`config.mk`:
```
export PLATFORM = sky130hd
export DESIGN_NAME = cssc_top
export DESIGN_NICKNAME = d
export VERILOG_FILES = /design/src/rtl/cssc_pkg.sv /design/src/rtl/cssc_top.sv /design/src/rtl/cssc_pulse_div.sv
export VERILOG_INCLUDE_DIRS = /design/src /design/src/rtl
export SDC_FILE = /design/constraint.sdc
export NUM_CORES = 1
export LEC_CHECK = 0
export CORE_AREA = 2 2 76 78
export CTS_BUF_LIST = sky130_fd_sc_hd__clkbuf_4 sky130_fd_sc_hd__clkbuf_8
export CTS_CLUSTER_DIAMETER = 80
export CTS_CLUSTER_SIZE = 40
export DETAILED_ROUTE_END_ITERATION = 10
export DIE_AREA = 0 0 78 80
export DONT_BUFFER_PORTS = 1
export GPL_TIMING_DRIVEN = 0
export PLACE_DENSITY = 0.95
export RECOVER_POWER = 50
export SYNTH_ARGS = -nofsm -noshare
export SYNTH_HDL_FRONTEND = slang
export SYNTH_SLANG_ARGS = --single-unit
```
`constraint.sdc`:
```
create_clock -name clk_sys -period 8.2 [get_ports clk_sys]
set_input_delay 1.64 -clock clk_sys [delete_from_list [all_inputs] [get_ports clk_sys]]
set_output_delay 1.64 -clock clk_sys [all_outputs]
set_load 0.01 [all_outputs]
```
`src/rtl/cssc_cfg.svh`:
```
// Constants for the clock source and start-up control block.
// Assumes inclusion by bare name; holds definitions only.
`ifndef CSSC_CFG_SVH
`define CSSC_CFG_SVH

// Register indices on the plain register port
`define CSSC_REG_CTRL 4'h0
`define CSSC_REG_TRIM 4'h1

// Control register field positions
`define CSSC_CTRL_SRC_BIT 0
`define CSSC_CTRL_SLOW_OK_BIT 1
`define CSSC_CTRL_FAST_OK_BIT 2
`define CSSC_CTRL_EXT_BIT 3
`define CSSC_CTRL_FSEL_LSB 4
`define CSSC_CTRL_FSEL_MSB 6

// Reset values
`define CSSC_FSEL_RST 3'h6
`define CSSC_SRC_RST 1'h0
`define CSSC_TRIM_RST 5'h00

// Clock mode configuration codes
`define CSSC_CFG_LOW_XTAL 3'h0
`define CSSC_CFG_MID_XTAL 3'h1
`define CSSC_CFG_HIGH_XTAL 3'h2
`define CSSC_CFG_DRIVEN 3'h3
`define CSSC_CFG_INT_IO 3'h4
`define CSSC_CFG_INT_DIV 3'h5
`define CSSC_CFG_RC_IO 3'h6
`define CSSC_CFG_RC_DIV 3'h7

// Timing counts in oscillator edges; output divider log2 and postscaler top select
`define CSSC_XTAL_START_EDGES 1024
`define CSSC_WARM_EDGES 16
`define CSSC_SWITCH_EDGES 2
`define CSSC_DIVIDED_CLOCK_OUTPUT_LOG 3'h2
`define CSSC_FSEL_TOP 3'h7

`endif

```
`src/rtl/cssc_pkg.sv`:
```
// Types shared by the clock source and start-up control block.
// Assumes nothing of its surroundings.
package cssc_pkg;
	typedef enum logic [2:0] {
		MODE_LOW_XTAL, MODE_MID_XTAL, MODE_HIGH_XTAL, MODE_DRIVEN,
		MODE_INT_IO, MODE_INT_DIV, MODE_RC_IO, MODE_RC_DIV
	} cssc_mode_t;
	typedef enum logic [2:0] {
		ST_START, ST_XTAL_COUNT, ST_WARM, ST_RUN, ST_SWITCH, ST_SLEEP
	} cssc_state_t;
	typedef enum logic {SRC_EXT, SRC_INT} cssc_src_t;
	typedef enum logic [1:0] {GAIN_OFF, GAIN_LOW, GAIN_MID, GAIN_HIGH} cssc_gain_t;
endpackage : cssc_pkg

```
`src/rtl/cssc_top.sv`:
```
// Clock source selection and start-up control.
// Assumes oscillator outputs arrive as asynchronous levels and the
// analog mux and amplifier follow the select and gain outputs.
//
// Chosen here: the plain strobed port and the register addresses.
`timescale 1ns/1ns
`include "cssc_cfg.svh"
module cssc_top #(
	parameter int TRIM_W = 5,
	parameter int WARM_EDGES = `CSSC_WARM_EDGES
) (
	// Clock and reset
	input wire logic clk_sys,
	input wire logic reset_n,
	// Configuration word
	input wire logic [2:0] clock_mode_config,
	input wire logic two_speed_startup_enable,
	// Core events
	input wire logic powerup_delay_done,
	input wire logic sleep_req,
	input wire logic wake_req,
	output logic cpu_hold,
	// Register port
	input wire logic [3:0] reg_addr,
	input wire logic [7:0] reg_wdata,
	input wire logic reg_wr,
	input wire logic reg_rd,
	output logic [7:0] reg_rdata,
	// Oscillator signals
	input wire logic crystal_in_pin,
	input wire logic fast_osc_in,
	input wire logic slow_osc_in,
	output logic fast_osc_enable,
	output logic [TRIM_W-1:0] fast_osc_trim_out,
	output logic [1:0] amp_gain,
	output logic sys_clk_internal,
	output logic sys_tick,
	// Pin control
	output logic divided_clock_output,
	output logic divided_clock_output_oe,
	output logic crystal_out_gpio_release,
	output logic clock_input_gpio_release
);
	function automatic cssc_pkg::cssc_mode_t decode_mode(input logic [2:0] code);
		case (code)
			`CSSC_CFG_LOW_XTAL: decode_mode = cssc_pkg::MODE_LOW_XTAL;
			`CSSC_CFG_MID_XTAL: decode_mode = cssc_pkg::MODE_MID_XTAL;
			`CSSC_CFG_HIGH_XTAL: decode_mode = cssc_pkg::MODE_HIGH_XTAL;
			`CSSC_CFG_DRIVEN: decode_mode = cssc_pkg::MODE_DRIVEN;
			`CSSC_CFG_INT_IO: decode_mode = cssc_pkg::MODE_INT_IO;
			`CSSC_CFG_INT_DIV: decode_mode = cssc_pkg::MODE_INT_DIV;
			`CSSC_CFG_RC_IO: decode_mode = cssc_pkg::MODE_RC_IO;
			default: decode_mode = cssc_pkg::MODE_RC_DIV;
		endcase
	endfunction : decode_mode

	function automatic logic is_internal(input cssc_pkg::cssc_mode_t m);
		is_internal = (m == cssc_pkg::MODE_INT_IO) || (m == cssc_pkg::MODE_INT_DIV);
	endfunction : is_internal

	// Three-stage synchronisers for the oscillator levels
	localparam int NSYNC = 3;
	wire logic [NSYNC-1:0] raw_in = {slow_osc_in, fast_osc_in, crystal_in_pin};
	logic [NSYNC-1:0] sync1_ff, sync2_ff, sync3_ff, lvl_ff;
	logic [NSYNC-1:0] rise;

	genvar gi;
	generate
		for (gi = 0; gi < NSYNC; gi++) begin : g_sync
			// A change counts only once the last two stages agree
			wire logic agree = (sync2_ff[gi] == sync3_ff[gi]);
			assign rise[gi] = agree && sync3_ff[gi] && !lvl_ff[gi];
			always_ff @(posedge clk_sys or negedge reset_n) begin
				if (!reset_n) begin
					sync1_ff[gi] <= 1'b0;
					sync2_ff[gi] <= 1'b0;
					sync3_ff[gi] <= 1'b0;
					lvl_ff[gi] <= 1'b0;
				end else begin
					sync1_ff[gi] <= raw_in[gi];
					sync2_ff[gi] <= sync1_ff[gi];
					sync3_ff[gi] <= sync2_ff[gi];
					lvl_ff[gi] <= agree ? sync3_ff[gi] : lvl_ff[gi];
				end
			end
		end
	endgenerate

	wire logic ext_edge = rise[0];
	wire logic fast_edge = rise[1] && fast_osc_enable;
	wire logic slow_edge = rise[2];

	// Registers
	logic [2:0] fsel_ff;
	logic src_sel_ff;
	logic [TRIM_W-1:0] trim_ff;
	logic [7:0] rdata_ff;
	cssc_pkg::cssc_state_t state_ff, nxt_state;
	cssc_pkg::cssc_src_t active_src_ff, nxt_active;
	logic [10:0] xtal_cnt_ff, nxt_xtal_cnt;
	logic [7:0] fast_warm_ff, slow_warm_ff;
	logic [1:0] sw_cnt_ff, nxt_sw_cnt;

	// Mode and source decode
	wire cssc_pkg::cssc_mode_t mode = decode_mode(clock_mode_config);
	wire logic mode_xtal = (mode == cssc_pkg::MODE_LOW_XTAL) ||
		(mode == cssc_pkg::MODE_MID_XTAL) || (mode == cssc_pkg::MODE_HIGH_XTAL);
	wire logic mode_int = is_internal(mode);
	wire cssc_pkg::cssc_src_t desired_src =
		(src_sel_ff || mode_int) ? cssc_pkg::SRC_INT : cssc_pkg::SRC_EXT;

	// Fast oscillator enable and stability
	assign fast_osc_enable = (fsel_ff != 3'h0) && (src_sel_ff || two_speed_startup_enable);
	wire logic fast_ok = (fast_warm_ff == 8'(WARM_EDGES));
	wire logic slow_ok = (slow_warm_ff == 8'(WARM_EDGES));

	// Postscaler: select 7 passes 8 MHz, each step down to select 1 halves it; select 0 uses the slow oscillator
	wire logic [2:0] post_log = `CSSC_FSEL_TOP - fsel_ff;
	logic post_pulse;
	cssc_pulse_div #(.CW(7)) u_post (
		.clk_sys(clk_sys),
		.reset_n(reset_n),
		.pulse_in(fast_edge),
		.div_log(post_log),
		.pulse_out(post_pulse),
		.sq_out()
	);

	wire logic int_tick = (fsel_ff == 3'h0) ? slow_edge : post_pulse;
	wire logic int_ready = (fsel_ff == 3'h0) ? slow_ok : fast_ok;
	wire logic new_src_edge = (desired_src == cssc_pkg::SRC_INT) ? int_tick : ext_edge;
	assign sys_tick = (active_src_ff == cssc_pkg::SRC_INT) ? int_tick : ext_edge;
	assign sys_clk_internal = (active_src_ff == cssc_pkg::SRC_INT);

	// Clock output divider
	wire logic divout_mode = (mode == cssc_pkg::MODE_RC_DIV) || (mode == cssc_pkg::MODE_INT_DIV);
	wire logic div_src = mode_int ? int_tick : ext_edge;
	logic div_sq;
	cssc_pulse_div #(.CW(3)) u_divided_clock_output (
		.clk_sys(clk_sys),
		.reset_n(reset_n),
		.pulse_in(div_src),
		.div_log(`CSSC_DIVIDED_CLOCK_OUTPUT_LOG),
		.pulse_out(),
		.sq_out(div_sq)
	);

	assign divided_clock_output = divout_mode && div_sq;
	assign divided_clock_output_oe = divout_mode;
	assign crystal_out_gpio_release = (mode == cssc_pkg::MODE_DRIVEN) ||
		(mode == cssc_pkg::MODE_RC_IO) || (mode == cssc_pkg::MODE_INT_IO);
	assign clock_input_gpio_release = mode_int;

	// Amplifier gain follows the crystal mode; off otherwise
	assign amp_gain = (mode == cssc_pkg::MODE_LOW_XTAL) ? cssc_pkg::GAIN_LOW :
		(mode == cssc_pkg::MODE_MID_XTAL) ? cssc_pkg::GAIN_MID :
		(mode == cssc_pkg::MODE_HIGH_XTAL) ? cssc_pkg::GAIN_HIGH :
		cssc_pkg::GAIN_OFF;

	assign fast_osc_trim_out = trim_ff;
	assign cpu_hold = (state_ff != cssc_pkg::ST_RUN) && (state_ff != cssc_pkg::ST_SWITCH);

	// Start-up and switching sequencer
	always_comb begin
		nxt_state = state_ff;
		nxt_active = active_src_ff;
		nxt_xtal_cnt = xtal_cnt_ff;
		nxt_sw_cnt = sw_cnt_ff;
		case (state_ff)
			cssc_pkg::ST_START: begin
				nxt_xtal_cnt = '0;
				nxt_active = desired_src;
				if (powerup_delay_done) begin
					if (desired_src == cssc_pkg::SRC_INT)
						nxt_state = cssc_pkg::ST_WARM;
					else if (mode_xtal)
						nxt_state = cssc_pkg::ST_XTAL_COUNT;
					else
						nxt_state = cssc_pkg::ST_RUN;
				end
			end
			cssc_pkg::ST_XTAL_COUNT: begin
				if (ext_edge) begin
					nxt_xtal_cnt = xtal_cnt_ff + 11'h001;
					if (xtal_cnt_ff == 11'(`CSSC_XTAL_START_EDGES - 1))
						nxt_state = cssc_pkg::ST_RUN;
				end
			end
			cssc_pkg::ST_WARM: begin
				if (int_ready)
					nxt_state = cssc_pkg::ST_RUN;
			end
			cssc_pkg::ST_RUN: begin
				nxt_sw_cnt = '0;
				if (sleep_req)
					nxt_state = cssc_pkg::ST_SLEEP;
				else if (desired_src != active_src_ff)
					nxt_state = cssc_pkg::ST_SWITCH;
			end
			cssc_pkg::ST_SWITCH: begin
				// Old clock keeps running the core until the new one settles
				if (desired_src == active_src_ff) begin
					nxt_state = cssc_pkg::ST_RUN;
				end else if (new_src_edge && (desired_src == cssc_pkg::SRC_EXT || int_ready)) begin
					nxt_sw_cnt = sw_cnt_ff + 2'h1;
					if (sw_cnt_ff == 2'(`CSSC_SWITCH_EDGES - 1)) begin
						nxt_active = desired_src;
						nxt_state = cssc_pkg::ST_RUN;
					end
				end
			end
			cssc_pkg::ST_SLEEP: begin
				if (wake_req)
					nxt_state = cssc_pkg::ST_START;
			end
			default: nxt_state = cssc_pkg::ST_START;
		endcase
	end

	// All state moves only on clk_sys; a stopped clock freezes it
	always_ff @(posedge clk_sys or negedge reset_n) begin
		if (!reset_n) begin
			state_ff <= cssc_pkg::ST_START;
			active_src_ff <= cssc_pkg::SRC_EXT;
			xtal_cnt_ff <= '0;
			sw_cnt_ff <= '0;
		end else begin
			state_ff <= nxt_state;
			active_src_ff <= nxt_active;
			xtal_cnt_ff <= nxt_xtal_cnt;
			sw_cnt_ff <= nxt_sw_cnt;
		end
	end

	// Warm-up counters saturate; the fast one restarts when disabled
	always_ff @(posedge clk_sys or negedge reset_n) begin
		if (!reset_n) begin
			fast_warm_ff <= '0;
			slow_warm_ff <= '0;
		end else begin
			if (!fast_osc_enable)
				fast_warm_ff <= '0;
			else if (fast_edge && !fast_ok)
				fast_warm_ff <= fast_warm_ff + 8'h01;
			if (slow_edge && !slow_ok)
				slow_warm_ff <= slow_warm_ff + 8'h01;
		end
	end

	// Register port
	wire logic sel_ctrl = (reg_addr == `CSSC_REG_CTRL);
	wire logic sel_trim = (reg_addr == `CSSC_REG_TRIM);
	wire logic [7:0] ctrl_view = {1'b0, fsel_ff,
		active_src_ff == cssc_pkg::SRC_EXT, fast_ok, slow_ok, src_sel_ff};
	wire logic [7:0] rd_mux = sel_ctrl ? ctrl_view :
		sel_trim ? 8'(trim_ff) : 8'h00;
	assign reg_rdata = rdata_ff;

	always_ff @(posedge clk_sys or negedge reset_n) begin
		if (!reset_n) begin
			fsel_ff <= `CSSC_FSEL_RST;
			src_sel_ff <= `CSSC_SRC_RST;
			trim_ff <= TRIM_W'(`CSSC_TRIM_RST);
			rdata_ff <= 8'h00;
		end else begin
			if (reg_wr && sel_ctrl) begin
				fsel_ff <= reg_wdata[`CSSC_CTRL_FSEL_MSB:`CSSC_CTRL_FSEL_LSB];
				src_sel_ff <= reg_wdata[`CSSC_CTRL_SRC_BIT];
			end
			if (reg_wr && sel_trim)
				trim_ff <= reg_wdata[TRIM_W-1:0];
			rdata_ff <= reg_rd ? rd_mux : 8'h00;
		end
	end
endmodule : cssc_top

```
`src/rtl/cssc_pulse_div.sv`:
```
// Power-of-two pulse divider: postscaler and clock output divider.
// Assumes pulse_in is a one-cycle pulse on clk_sys.
`timescale 1ns/1ns
module cssc_pulse_div #(
	parameter int CW = 7
) (
	// Clock and reset
	input wire logic clk_sys,
	input wire logic reset_n,
	// Pulses
	input wire logic pulse_in,
	input wire logic [2:0] div_log,
	output logic pulse_out,
	output logic sq_out
);
	logic [CW-1:0] cnt_ff;
	logic [CW-1:0] nxt_cnt;
	wire logic [CW-1:0] mask = CW'((32'h1 << div_log) - 32'h1);

	assign nxt_cnt = pulse_in ? cnt_ff + 1'b1 : cnt_ff;
	assign pulse_out = pulse_in && ((cnt_ff & mask) == mask);
	// Square wave toggles every half period of the divided rate
	assign sq_out = (div_log == 3'h0) ? 1'b0 : 1'(cnt_ff >> (div_log - 3'h1));

	always_ff @(posedge clk_sys or negedge reset_n) begin
		if (!reset_n) begin
			cnt_ff <= '0;
		end else begin
			cnt_ff <= nxt_cnt;
		end
	end
endmodule : cssc_pulse_div

```
# Yosys cells after proc, flatten, opt, wreduce, memory -nomap -nowiden
# Cells that the tools add are included.
[totals] out_inout_bits=23 inputBits=26 reg_bits=71
[classes] n_bitwise=3 shifts=1 eq_ne=43 add_sub_neg=8 n_reduce_logical=43 mux=37
[ops] operator="two-way mux 3 bit" n=10
[ops] operator="equality test 3 bit (second input constant)" n=9
[ops] operator="case mux 11 bit (2 select lines)" n=1
[ops] operator="case mux 3 bit (7 select lines)" n=1
[ops] operator="equality test 3 x 2 -> 1 bit (second input constant)" n=6
[ops] operator="case mux 3 bit (6 select lines)" n=1
[ops] operator="adder 8 x 1 -> 8 bit (second input constant)" n=2
[ops] operator="equality test 8 x 5 -> 1 bit (second input constant)" n=2
[ops] operator="logical AND 1 bit" n=16
[ops] operator="two-way mux 8 bit" n=2
[ops] operator="!= test 2 bit (second input constant)" n=8
[ops] operator="two-way mux 2 bit" n=7
[ops] operator="two-way mux 7 bit" n=2
[ops] operator="zero test 3 bit" n=4
[ops] operator="!= test 3 bit (second input constant)" n=4
[ops] operator="adder 11 x 1 -> 11 bit (second input constant)" n=1
[ops] operator="equality test 11 x 10 -> 1 bit (second input constant)" n=1
[ops] operator="two-way mux 11 bit" n=1
[ops] operator="equality test 3 x 1 -> 1 bit (second input constant)" n=3
[ops] operator="logical OR 1 bit" n=9
[ops] operator="two-way mux 1 bit" n=9
[ops] operator="AND reduction 8 bit" n=1
[ops] operator="adder 7 x 1 -> 7 bit (second input constant)" n=1
[ops] operator="AND 7 bit" n=1
[ops] operator="23 further kinds" n=33

# Longest topological paths before layout
# Gate-level depths: netlist of run 1.
[depth] ltp_word=12 ltp_mapped=9 mapped_depth_nobuf=8

# Hierarchy
# Synthesis of run 1 repeated with hierarchy kept, for this count alone.
[hier_totals] cells_unflattened=373 hier_area_um2=3829.9
[by_module_without_submodules] module="cssc_top" cells_per_inst=277 instances=1 area_each_um2=2930.3 seq_area_each_um2=1529.0
[by_module_without_submodules] module="cssc_pulse_div at u_post" cells_per_inst=67 instances=1 area_each_um2=611.8 seq_area_each_um2=175.2
[by_module_without_submodules] module="cssc_pulse_div at u_divided_clock_output" cells_per_inst=29 instances=1 area_each_um2=287.8 seq_area_each_um2=75.1

# Worst setup path before layout of run 1
# OpenSTA, ideal clock, no wires.
[synth_path] kind="in2out" from="in two_speed_startup_enable" to="out sys_tick" required_ns=6.560 n_path_buf=0 path_slack_ns=3.884 path_stages=5 t_arrival_ns=2.676 path_cell_list="o32ai_1 -> nor2_1 -> and4_1 -> a31oi_4 -> mux2i_1"
[synth_via] elab_chain_cells=6
[synth_rtl] element="from (decl)" line="cssc_top.sv:17" rtl="input wire logic two_speed_startup_enable,"
[synth_rtl] element="logical OR 1 bit" line="cssc_top.sv:113" rtl="assign fast_osc_enable = (fsel_ff != 3'h0) && (src_sel_ff || two_speed_startup_enable);"
[synth_rtl] element="logical AND 1 bit" line="cssc_top.sv:113"
[synth_rtl] element="logical AND 1 bit" line="cssc_top.sv:90" rtl="wire logic fast_edge = rise[1] && fast_osc_enable;"
[synth_rtl] element="logical AND 1 bit" line="cssc_pulse_div.sv:21" rtl="assign pulse_out = pulse_in && ((cnt_ff & mask) == mask);"
[synth_rtl] element="two-way mux 1 bit" line="cssc_top.sv:129" rtl="wire logic int_tick = (fsel_ff == 3'h0) ? slow_edge : post_pulse;"
[synth_rtl] element="two-way mux 1 bit" line="cssc_top.sv:132" rtl="assign sys_tick = (active_src_ff == cssc_pkg::SRC_INT) ? int_tick : ext_edge;"
[synth_rtl] element="to (decl)" line="cssc_top.sv:37" rtl="output logic sys_tick,"
# No other way between the ends.

# Worst setup path after layout of run 1
[layout_path] from="reg fsel_ff[1]" to="out sys_tick"
[layout_via] elab_chain_cells=8
[layout_rtl] element="from (decl)" line="cssc_top.sv:94" rtl="logic [2:0] fsel_ff;"
[layout_rtl] element="from (signal assigned)" line="cssc_top.sv:261" rtl="fsel_ff <= `CSSC_FSEL_RST;"
[layout_rtl] element="from (signal assigned)" line="cssc_top.sv:267" rtl="fsel_ff <= reg_wdata[`CSSC_CTRL_FSEL_MSB:`CSSC_CTRL_FSEL_LSB];"
[layout_rtl] element="subtractor 3 bit (no source line)"
[layout_rtl] element="left shift 1 x 3 -> 7 bit" line="cssc_pulse_div.sv:18" rtl="wire logic [CW-1:0] mask = CW'((32'h1 << div_log) - 32'h1);"
[layout_rtl] element="subtractor 7 x 1 -> 7 bit" line="cssc_pulse_div.sv:18"
[layout_rtl] element="AND 7 bit" line="cssc_pulse_div.sv:21"
[layout_rtl] element="equality test 7 bit" line="cssc_pulse_div.sv:21"
[layout_rtl] element="logical AND 1 bit" line="cssc_pulse_div.sv:21"
[layout_rtl] element="two-way mux 1 bit *" line="cssc_top.sv:129"
[layout_rtl] element="two-way mux 1 bit *" line="cssc_top.sv:132"
# Mark *: on every way between the ends. The rest lies on a longest branch, timed or not.

==> results.md, run 1 <==
- Outcome: finished clean
- H-tree depth: 3
- Slew @ Worst Pin: 0.923 ns
- Antenna Cells: 0
- Setup Skew: ~0.0058 ns
- Ys Warns: 0
- Worst R2R Path Depth: 9
- Hold_buf cts: 0
- Post-Synthesis Net Count: 391
- First-pass GRT wire length: approximately 12 mm
- Post-synthesis cell count: 354
- Buf+Inv Stages, Crit Path: 1
- Logic gate share of total power: roughly 30%
- RD Place Congestion: 0.941
- CP required: approximately 6.6 ns
- Post-synth EDFFs: 0
- Fraction of layout cells with a size suffix above 1: about 14%
- Die W: 78 um
- Row count: 27
- Die area: 0.00624 mm2
- Port bufs: 0
- # IOs: between 40 and 50
- Data arrival, critical path: around 3.1 ns
- Syn Std Cell Area: 0.00365 mm2
- Ys async rst share: 100%
- Worst IR Drop VDD: between 0.0001 and 0.00015 V
- Root cell of the clock tree: clkbuf_8
- Die H: 80 um
- Post-synth cell types: ~60
- Psw: roughly 370 uW
- Final ANT Viol Nets: 0
- Post-route setup TNS: 0 ns
- Layout Area Growth over Synthesis: 7.38%
- Max stage delay on crit path: between 0.6 and 0.7 ns
- Reg2Reg Capture Point: sw_cnt_ff[0]
- Leak Pwr: 0.00174 uW
- CP top delay family: simple AND/OR/NAND/NOR gates
- RSZ-0062 raised after global routing: no
- Clk_lat worst skew: about 0.35 ns
- Final period utilization: 57.7%
- Critical R2R Launch: fsel_ff[1]
- CTS Buf Count: 9
- Final hold viol count: 0
- CP cell instances: clkbuf_1 -> nand3_1 -> ha_1 -> or4b_2 -> a21oi_1 -> nor2_1 -> a31oi_4 -> mux2i_1
- Post-DP HPWL: approximately 5.1 mm
- Starting Density: between 60% and 70%
- Mapped Avg Cell Area: about 10 um2
- Clock power share: roughly a quarter
- CP Max Fanout: 10
- Largest net degree at the start of global routing: 71
- Gr ovfl total: 0
- Seq cells post-synth: 70
- PwrDens: around 260 mW/mm2
- Layout Nets: around 400
- Final hold slack: 0.346 ns
- CP Class: flip-flop to primary output
- Vias: 2700
- Initial DRT Pass Iterations: 4
- Reg2Reg Setup Slack: roughly 5.0 ns
- Switching Fraction: approximately 35%
- TritonCTS clock tree: yes
- Max Cap Viol: 0
- Clock-pin slew on the worst setup and hold paths: approximately 0.070 ns
- Core area: between 0.005 and 0.006 mm2
- CTS max path bufs: 2
- Final min period: around 4.7 ns
- Setup Buffers After CTS: 0
- Internal power: around 670 uW
- Total Routing Usage GR: between 20% and 30%
- TritonCTS Sinks: 70
- Slew HR: a little under two fifths
- Startpoint Class: flip-flop
- Top_reg_cell synth: dfrtp_1
- Highest clock rate: ~210 MHz
- Min-delay src: sync1_ff[2]
- Hold endpoint: sync2_ff[2]
- DR iter-0 viols: roughly 190
- Routed vias/inst: a little over 6
- Hold Path Class: flip-flop to flip-flop
- Reg power frac: a little under half
- # setup viols final: 0
- Register area share after synthesis: between 40% and 50%
- Initial antenna violation count: 0
- Final WL: approximately 7.0 mm
- Slew Viols, Final: 0
- # DRC: 0
- Drt wl/cell: 15.9 um
- Vias in the first global route: between 2000 and 3000
- Nature of the critical path endpoint: primary output
- Slowest-stage cell, CP: or4b_2
- Hold path depth: 0
- Gates resized, CTS repair: 0
==> worst register-to-register path, cell delays in order, from the launching register on <==
cell and delay [ns]:
dfstp_2 0.58, clkbuf_1 0.32, nand3_1 0.13, ha_1 0.28, or4b_2 0.67, a21oi_1 0.17
nor2_1 0.10, a311o_1 0.32, o211ai_1 0.13, mux2_2 0.37
==> cells in the mapped netlist (3+ instances only) <==
cell type | count | area share (%)
dfrtp_1 | 68 | 47
nor2_1 | 51 | 5.2
nand2_1 | 26 | 2.7
mux2_2 | 16 | 4.9
xnor2_1 | 14 | 3.4
xor2_1 | 13 | 3.1
inv_1 | 12 | 1.2
o21ai_0 | 12 | 1.6
a21oi_1 | 11 | 1.5
ha_1 | 11 | 3.8
nor3_1 | 10 | 1.4
nand3_1 | 9 | 1.2
clkbuf_1 | 7 | 0.72
nand4_1 | 7 | 1.2
mux2i_1 | 6 | 1.6
nand2b_1 | 6 | 1.0
nor3b_1 | 4 | 0.82
or3_1 | 4 | 0.69
and2_1 | 3 | 0.51
and4_1 | 3 | 0.72
buf_2 | 3 | 0.41
nor2b_1 | 3 | 0.51
nor4b_1 | 3 | 0.72
o211a_1 | 3 | 0.82
==> cells by family (layout without fill, tap and decap cells) <==
| logic type | Yosys count | after routing | share of synthesized area (%) |
|---|---|---|---|
| buffers and inverters | 24 | 40 | 2.88 |
| adders and majority gates | 11 | 11 | 3.77 |
| AOI/OAI and AO/OA | 52 | 52 | 11.0 |
| muxes | 24 | 24 | 7.20 |
| DFF | 70 | 70 | 48.1 |
| other | 1 | 1 | 0.103 |
| and+or+nand+nor | 145 | 145 | 20.4 |
| xor gates and xnor gates | 27 | 27 | 6.48 |
==> metrics by stage <==
step | total power (uW) | std cells | utilization, % | setup WS [ns] | cell area, um2
5_1_grt | 1100 | 442 | 72.5 | 3.27 | 3920
6_report | 1030 | 442 | 72.5 | 3.47 | 3920
3_5_place_dp | 783 | 426 | 69.1 | 3.66 | 3740
4_1_cts | 1030 | 442 | 72.5 | 3.47 | 3920
3_3_place_gp | 764 | 426 | 69.1 | 3.69 | 3740
2_1_floorplan | 713 | 354 | - | 3.88 | 3650
==> cells in the final DEF (no fill, tap or decap), types with 3 or more instances in the layout <==
cell type	netlist	final
a21oi_1	11	11
nor2b_1	3	3
and4_1	3	3
nand3_1	9	9
nand4_1	7	7
buf_2	3	3
nor3b_1	4	4
mux2i_1	6	6
o211a_1	3	3
nand2b_1	6	6
and2_1	3	3
nor4b_1	3	3
or3_1	4	4
ha_1	11	11
nor2_1	51	51
clkbuf_8	0	10
xor2_1	13	13
nor3_1	10	10
nand2_1	26	26
clkbuf_1	7	7
inv_1	12	12
xnor2_1	14	14
dfrtp_1	68	68
o21ai_0	12	12
mux2_2	16	16
==> flip-flops by register name, summed over array words and instances (netlist names), 3 cells and up <==
register           flops
xtal_cnt_ff           11
fast_warm_ff           8
slow_warm_ff           8
reg_rdata              7
u_post.cnt_ff          7
fast_osc_trim_out      5
fsel_ff                3
lvl_ff                 3
state_ff               3
sync1_ff               3
sync2_ff               3
sync3_ff               3
==> final cells by class <==
class	count	area [um2]
buffer	12	60.1
clock buffer	11	145
clock inverter	5	33.8
fill	382	1490
inverter	12	45.0
multi-input combinational	260	1790
sequential	70	1750
tap	72	90.1
==> worst max-delay path by stage <==
stage / startpoint / endpoint / cells after the start
after global placement: two_speed_startup_enable / sys_tick / 5
after CTS: fsel_ff[1] / sys_tick / 8
after global routing: fsel_ff[1] / sys_tick / 8
after detailed placement: two_speed_startup_enable / sys_tick / 5
after floorplan: two_speed_startup_enable / sys_tick / 5
final: fsel_ff[1] / sys_tick / 8
==> power groups by stage <==
stage	Combinational (uW)	Clock (uW)	Sequential (uW)
3_5_place_dp	300	0	484
5_1_grt	339	269	487
4_1_cts	301	255	477
6_report	304	250	478
3_3_place_gp	286	0	478
2_1_floorplan	250	0	463
==> layer usage <==
metal	part of all wire, %	track usage (%)	vias to the layer above
met5	0	0	-
met4	3.0	13.0	0
met3	5.0	4.98	22
met2	51	43.2	67
met1	41	28.6	1336
li1	-	-	1275
Note: power is estimated with default switching activity, not from simulation.
==> run 2, diff against run 1 <==
--- a/config.mk
+++ b/config.mk
@@ -6,15 +6,16 @@
 export SDC_FILE = /design/constraint.sdc
 export NUM_CORES = 1
 export LEC_CHECK = 0
-export CORE_AREA = 2 2 76 78
+export ABC_AREA = 1
+export CORE_AREA = 2 2 81 83
 export CTS_BUF_LIST = sky130_fd_sc_hd__clkbuf_4 sky130_fd_sc_hd__clkbuf_8
 export CTS_CLUSTER_DIAMETER = 80
 export CTS_CLUSTER_SIZE = 40
 export DETAILED_ROUTE_END_ITERATION = 10
-export DIE_AREA = 0 0 78 80
+export DIE_AREA = 0 0 83 85
 export DONT_BUFFER_PORTS = 1
 export GPL_TIMING_DRIVEN = 0
-export PLACE_DENSITY = 0.95
+export PLACE_DENSITY = 0.88
 export RECOVER_POWER = 50
 export SYNTH_ARGS = -nofsm -noshare
 export SYNTH_HDL_FRONTEND = slang
==> constraint.sdc (replaced) <==
create_clock -name clk_sys -period 4 [get_ports clk_sys]
set_input_delay 0.8 -clock clk_sys [delete_from_list [all_inputs] [get_ports clk_sys]]
set_output_delay 0.8 -clock clk_sys [all_outputs]
set_load 0.01 [all_outputs]
==> results.md, run 2 <==
- Outcome: finished clean
- Post-synth top cells: dfrtp_1 (68), nand2_1 (65), inv_1 (55)
- Syn Std Cell Area: 0.00354 mm2 (-2.8%)
- Commonest non-fill, non-tap cells in the layout: dfrtp_1 (68), nand2_1 (65), inv_1 (55)
- Final WL: 6.43 mm (-8.8%)
- PwrDens: 565 mW/mm2 (+110%)
- Final setup margin: 0.985 ns (-2.49 ns)
- Drt wl/cell: 13.0 um (-19%)
- Final ANT Viol Nets: 0 (unchanged)
- Gr ovfl total: 0 (unchanged)
- Max stage delay on crit path: 0.59 ns (-0.08 ns)
- Nature of the critical path endpoint: primary output
- Post-synth cell types: 35 (-43%)
- Reg2Reg Capture Point: state_ff[2]
- Post-synthesis cell count: 402 (+14%)
- Hold_buf cts: 0 (unchanged)
- Most common cell after layout, fill and taps aside: dfrtp_1
- CTS max path bufs: 2 (unchanged)
- Ys Warns: 0 (unchanged)
- Ys async rst share: 100% (unchanged)
- Final hold viol count: 0 (unchanged)
- Vias: 2653 (-1.7%)
- Critical R2R Launch: fsel_ff[2]
- DRT met1 WL: 2.91 mm (+1.1%)
- Antenna Cells: 0 (unchanged)
- CP Max Fanout: 6 (-4)
- Biggest register: xtal_cnt_ff
- Placement Setup Slack: 1.43 ns (-2.23 ns)
- Layout Area Growth over Synthesis: 8.86%
- Die W: 83 um (+6.4%)
- Setup Buffers After CTS: 0 (unchanged)
- Post-Synthesis Net Count: 439 (+12%)
- Clock-pin slew on the worst setup and hold paths: 0.07 ns (about the same)
- RSZ-0062 raised after global routing: no
- # IOs: 49 (unchanged)
- Root cell of the clock tree: clkbuf_8
- Final period utilization: between 70% and 80%
- Yosys top cell area share: 48.0% (+1.4 points)
- Most common cell in the synthesized netlist: dfrtp_1
- RD Place Congestion: 0.894 (-5.0%)
- Vias in the first global route: 2544 (-5.4%)
- Startpoint Class: flip-flop
- First-pass GRT wire length: 11.2 mm (-6.2%)
- TritonCTS Sinks: 70 (unchanged)
- Data arrival, critical path: 2.22 ns (-0.87 ns)
- Mapped Avg Cell Area: 8.82 um2 (-14%)
- Reg2Reg Setup Slack: 1.78 ns (-3.26 ns)
- Met2 WL: 3.10 mm (-14%)
- Initial DRT Pass Iterations: 4 (unchanged)
- Row count: 29 (+7.4%)
- Critical path endpoint: sys_tick
- Largest area contributor in the netlist: dfrtp_1
- Max reg flops: 11 (unchanged)
- Worst setup path startpoint: fsel_ff[2]
- Hold Path Class: primary input to async pin
- Largest net degree at the start of global routing: 71 (unchanged)
- Initial antenna violation count: 0 (unchanged)
- Layout Nets: 450 (+12%)
- DR iter-0 viols: 134 (-28%)
- Highest clock rate: between 300 and 400 MHz
- Total Routing Usage GR: 19.6% (-5.1 points)
- Starting Density: 57.1% (-10 points)
- # setup viols final: 0 (unchanged)
- Final Instance Area: 0.00386 mm2 (-1.5%)
- Top post-synthesis cells by area: dfrtp_1 (48%), nand2_1 (6.9%), inv_1 (5.8%), ha_1 (3.9%), a21oi_1 (3.8%)
- Fraction of layout cells with a size suffix above 1: 14.4% (+0.30 points)
- Register area share after synthesis: 49.5% (+1.4 points)
- Slew Viols, Final: 0 (unchanged)
- Worst IR Drop VDD: 0.000412 V (+230%)
- Slowest-stage cell, CP: dfstp_2
- Setup Skew: 0.00851 ns (+0.00272 ns)
- Die H: 85 um (+6.3%)
- H-tree depth: 3 (unchanged)
- Top_reg_cell synth: dfrtp_1
- TritonCTS clock tree: yes
- Area post-placement: 0.00364 mm2 (-2.6%)
- Post-route setup TNS: 0 ns (unchanged)
- # DRC: 0 (unchanged)
- Max Cap Viol: 0 (unchanged)
- Clk_lat worst skew: 0.34 ns (about the same)
- Leak Pwr: 0.00188 uW (+8.1%)
- Post-DP HPWL: 4.69 mm (-7.1%)
- CP Class: flip-flop to primary output
- CP required: 3.20 ns (-3.36 ns)
- Die area: 0.00706 mm2 (+13%)
- Core area: 0.00620 mm2 (+15%)
- Uppermost routed layer: met4
- Routed vias/inst: 5.36 (-12%)
- Port bufs: 0 (unchanged)
- Fill count: 498 (+30%)
- Final min period: 3.02 ns
- CTS Buf Count: 9 (unchanged)
- Biggest regs: xtal_cnt_ff (11), fast_warm_ff (8), slow_warm_ff (8)
- Gates resized, CTS repair: 0 (unchanged)
- Seq cells post-synth: 70 (unchanged)
- Wire length on met3: 297 um (-16%)
- CP cell instances: nand3_1 -> ha_1 -> nor2_1 -> a21oi_1 -> nand3_1 -> nor2_1 -> nand2_1 -> nand2_2 -> nand2_1 -> o21ai_0
- Worst R2R Path Depth: 15 (+6)
- Post-synth EDFFs: 0 (unchanged)
==> run 2: changes by cell type after synthesis, moves of 6 or more <==
cell	change
nand2_2	+10
mux2i_1	-6
o21ai_1	+7
inv_2	+7
clkbuf_1	-7
inv_1	+43
nand2b_1	-6
mux2_2	-11
xnor2_1	-10
a21oi_1	+16
nand3_1	+17
nor2_1	-15
nand2_1	+39
==> run 2: layout make-up <==
type / count / area, um2 / area share, %
inverters: 62 / 233 / 6.03
well taps: 77 / 96.3 / 2.50
multi-input cells: 269 / 1550 / 40.2
plain buffers: 1 / 7.51 / 0.195
clock inverters: 6 / 86.3 / 2.24
clock buffers: 10 / 131 / 3.40
flip-flops and latches: 70 / 1750 / 45.5
==> run 2: power by group <==
part / internal, uW / total [uW] / switching [uW]
clock network: 357 / 621 / 264
logic: 218 / 592 / 373
registers: 838 / 968 / 130
==> run 2: logic make-up after synthesis <==
logic type	after synthesis	synth area share, %
simple gates	177	25.0
flops	70	49.5
buf+inv	63	6.78
compound gates	57	8.51
xor+xnor	18	4.66
fa+ha+maj	11	3.88
mux	5	1.59
other cells	1	0.106
==> run 2: layer usage <==
metal / GRT usage (%) / vias to the layer above
met3: 4.28 / 11
met2: 32.3 / 62
met5: 0 / -
li1: - / 1316
met1: 25.4 / 1264
met4: 7.90 / 0
==> run 2: worst max-delay path: cells and delay by family, from the launching register on <==
| kind | cells | cell delay (ns) |
|---|---|---|
| AND/OR/NAND/NOR | 7 | 0.67 |
| flip-flops | 1 | 0.59 |
| AO/OA/AOI/OAI | 2 | 0.33 |
| adder cells (fa/ha/maj) | 1 | 0.31 |
==> run 2: through the flow <==
| step | util [%] | instances | power, uW | hold slack [ns] |
|---|---|---|---|---|
| final | 62.2 | 495 | 2180 | 0.151 |
| after detailed placement | 58.7 | 479 | 1570 | 0.336 |
| after global routing | 62.2 | 495 | 2330 | 0.130 |
| after global placement | 58.7 | 479 | 1530 | 0.331 |
| after CTS | 62.2 | 495 | 2190 | 0.140 |
| after floorplan | - | 402 | 1440 | 0.331 |
==> run 2: how the worst min path moves through the flow <==
stage | startpoint | end | slack, ns | cells past startpoint
final | reset_n | sync1_ff[1] | 0.15 | 0
after detailed placement | sync1_ff[1] | sync2_ff[1] | 0.34 | 0
after global placement | sync1_ff[0] | sync2_ff[0] | 0.33 | 0
after floorplan | sync1_ff[0] | sync2_ff[0] | 0.33 | 0
after global routing | reset_n | fast_osc_trim_out[1] | 0.13 | 0
after CTS | reset_n | sw_cnt_ff[0] | 0.14 | 0
==> run 3, diff against run 2 <==
--- a/config.mk
+++ b/config.mk
@@ -6,13 +6,13 @@
 export SDC_FILE = /design/constraint.sdc
 export NUM_CORES = 1
 export LEC_CHECK = 0
-export ABC_AREA = 1
-export CORE_AREA = 2 2 81 83
+export ABC_AREA = 0
+export CORE_AREA = 2 2 82 84
 export CTS_BUF_LIST = sky130_fd_sc_hd__clkbuf_4 sky130_fd_sc_hd__clkbuf_8
 export CTS_CLUSTER_DIAMETER = 80
 export CTS_CLUSTER_SIZE = 40
 export DETAILED_ROUTE_END_ITERATION = 10
-export DIE_AREA = 0 0 83 85
+export DIE_AREA = 0 0 84 86
 export DONT_BUFFER_PORTS = 1
 export GPL_TIMING_DRIVEN = 0
 export PLACE_DENSITY = 0.88
==> constraint.sdc (replaced) <==
create_clock -name clk_sys -period 2.7 [get_ports clk_sys]
set_input_delay 0.54 -clock clk_sys [delete_from_list [all_inputs] [get_ports clk_sys]]
set_output_delay 0.54 -clock clk_sys [all_outputs]
set_load 0.01 [all_outputs]
==> results.md, run 3 (same netlist as run 1, synthesis figures left out) <==
- Max reg flops: 11 (unchanged)
- Die W: 84 um (+1.2%)
- Final Instance Area: 0.00421 mm2 (+9.0%)
- Slew Viols, Final: 69 (+69)
- Die H: 86 um (+1.2%)
- Hold Path Class: primary input to flip-flop
- CP Max Fanout: 4 (-2)
- Violated checks: capacitance limit, slew limit, setup timing
- CTS max path bufs: 2 (unchanged)
- CP Class: flip-flop to primary output
- Die area: 0.00722 mm2 (+2.4%)
- TritonCTS Sinks: 70 (unchanged)
- First-pass GRT wire length: 13.5 mm (+21%)
- Gr ovfl total: 0 (unchanged)
- RD Place Congestion: 0.864 (-3.4%)
- Initial antenna violation count: 0 (unchanged)
- Most common cell after layout, fill and taps aside: dfrtp_1
- Final WL: 7.93 mm (+23%)
- H-tree depth: 3 (unchanged)
- Post-DP HPWL: 5.25 mm (+12%)
- Starting Density: 58.1% (+0.97 points)
- Highest clock rate: 344 MHz
- Startpoint Class: flip-flop
- Slew @ Worst Pin: approximately 1.7 ns
- Area post-placement: 0.00378 mm2 (+3.7%)
- Slew HR: -10.3%
- Clock-pin slew on the worst setup and hold paths: 0.08 ns (about the same)
- Post-route setup TNS: -0.328 ns (-0.328 ns)
- Placement Setup Slack: -0.306 ns (-1.74 ns)
- DR iter-0 viols: 161 (+20%)
- Initial DRT Pass Iterations: 4 (unchanged)
- Routed vias/inst: 6.03 (+12%)
- RSZ-0062 raised after global routing: yes
- Largest net degree at the start of global routing: 69 (-2.8%)
- Core area: 0.00628 mm2 (+1.2%)
- Final hold slack: 0.203 ns (+0.0520 ns)
- Drt wl/cell: 17.0 um (+31%)
- Final hold viol count: 0 (unchanged)
- Commonest non-fill, non-tap cells in the layout: dfrtp_1 (68), nor2_1 (48), nand2_1 (26)
- # DRC: 0 (unchanged)
- Max Cap Viol: 1 (+1)
- Antenna Cells: 0 (unchanged)
- Total Routing Usage GR: 23.8% (+4.2 points)
- Setup Skew: 0.00772 ns (-0.000793 ns)
- PwrDens: 850 mW/mm2 (+50%)
- Port bufs: 0 (unchanged)
- Biggest register: xtal_cnt_ff
- Vias in the first global route: 2839 (+12%)
- Vias: 2809 (+5.9%)
- Final Util: 67.0% (+4.8 points)
- Fill count: 458 (-8.0%)
- TritonCTS clock tree: yes
- CP required: 2.16 ns (-1.04 ns)
- Final period utilization: 108%
- Worst IR Drop VDD: 0.000646 V (+57%)
- # IOs: 49 (unchanged)
- Clk_lat worst skew: 0.36 ns (+0.02 ns)
- Biggest regs: xtal_cnt_ff (11), fast_warm_ff (8), slow_warm_ff (8)
- Final setup margin: -0.206 ns (-1.19 ns)
- Leak Pwr: 0.00188 uW (+0.18%)
- Root cell of the clock tree: clkbuf_8
- Final ANT Viol Nets: 0 (unchanged)
- Outcome: finished, violations left
- Fraction of layout cells with a size suffix above 1: 21.3% (+7.0 points)
- CTS Buf Count: 9 (unchanged)
- Nature of the critical path endpoint: primary output
- Layout Nets: 421 (-6.4%)
- Row count: 29 (unchanged)
- Final min period: 2.91 ns
- # setup viols final: 5 (+5)
- Data arrival, critical path: 2.37 ns (+0.15 ns)
- Layout Area Growth over Synthesis: 15.3%
## run 3: cell count changes in the layout (fill, tap and decap cells not counted), sizes merged, moves of 13 or more
cell / before / now
nand2: 80 / 26
inv: 62 / 12
buf: 1 / 23
nand3: 27 / 10
a21oi: 27 / 11
mux2: 5 / 18
## run 3: path summary, 6_finish.rpt
check                               startpoint                to  slack, ns  depth (start not counted)
worst max-delay path                fsel_ff[1]          sys_tick      -0.21                          8
worst min register to register     sync1_ff[2]       sync2_ff[2]       0.35                          0
worst min-delay path            crystal_in_pin       sync1_ff[0]       0.20                          0
min in group asynchronous              reset_n    xtal_cnt_ff[6]       0.60                          1
worst max register to register      fsel_ff[1]       state_ff[1]      -0.08                         12
max in group asynchronous              reset_n  u_post.cnt_ff[3]       1.13                          1
## run 3: area by class of cell
type / count / area, um2 / area share [%]
Sequential cell: 70 / 1750 / 41.7
Tap cell: 77 / 96.3 / 2.29
Multi-Input combinational cell: 260 / 1840 / 43.7
Clock buffer: 11 / 151 / 3.60
Inverter: 12 / 45.0 / 1.07
Buffer: 12 / 87.6 / 2.08
Timing Repair Buffer: 19 / 150 / 3.57
Clock inverter: 5 / 81.3 / 1.93
## run 3: report_power, final
| part | internal, uW | switching (uW) | total (uW) |
|---|---|---|---|
| logic | 551 | 589 | 1140 |
| registers | 1230 | 225 | 1460 |
| clock network | 570 | 407 | 977 |
## run 3: what timing repair did
| action | 4_1_cts | 5_1_grt |
|---|---|---|
| setup buffers | 11 | 7 |
| pin swaps | 6 | 7 |
| hold buffers | 1 | 1 |
| endpoints found under the hold margin | 68 | 2 |
| resized for setup | 4 | 11 |
| endpoints found under the setup margin | 8 | 5 |
## run 3: routing by layer
layer / routed length, um / track usage (%) / vias up
met5: 0 / 0 / -
met4: 150 / 8.21 / 0
met3: 614 / 7.41 / 18
met2: 4030 / 40.5 / 114
met1: 3130 / 29.0 / 1371
li1: - / - / 1306
## run 3: stage by stage
| stage | power [uW] | cells |
|---|---|---|
| after floorplan | 2190 | 354 |
| after global placement | 2350 | 431 |
| after detailed placement | 2420 | 431 |
| after CTS | 3480 | 459 |
| after global routing | 3770 | 466 |
| final | 3580 | 466 |
## run 3: worst max-delay path, cell delays in order (launching register included)
cell and delay, ns:
dfstp_2 0.56, buf_8 0.11, nand3b_1 0.11, ha_4 0.18, or4b_4 0.48, a21oi_2 0.16, nor2_2 0.07, a31oi_4 0.20
mux2i_2 0.13
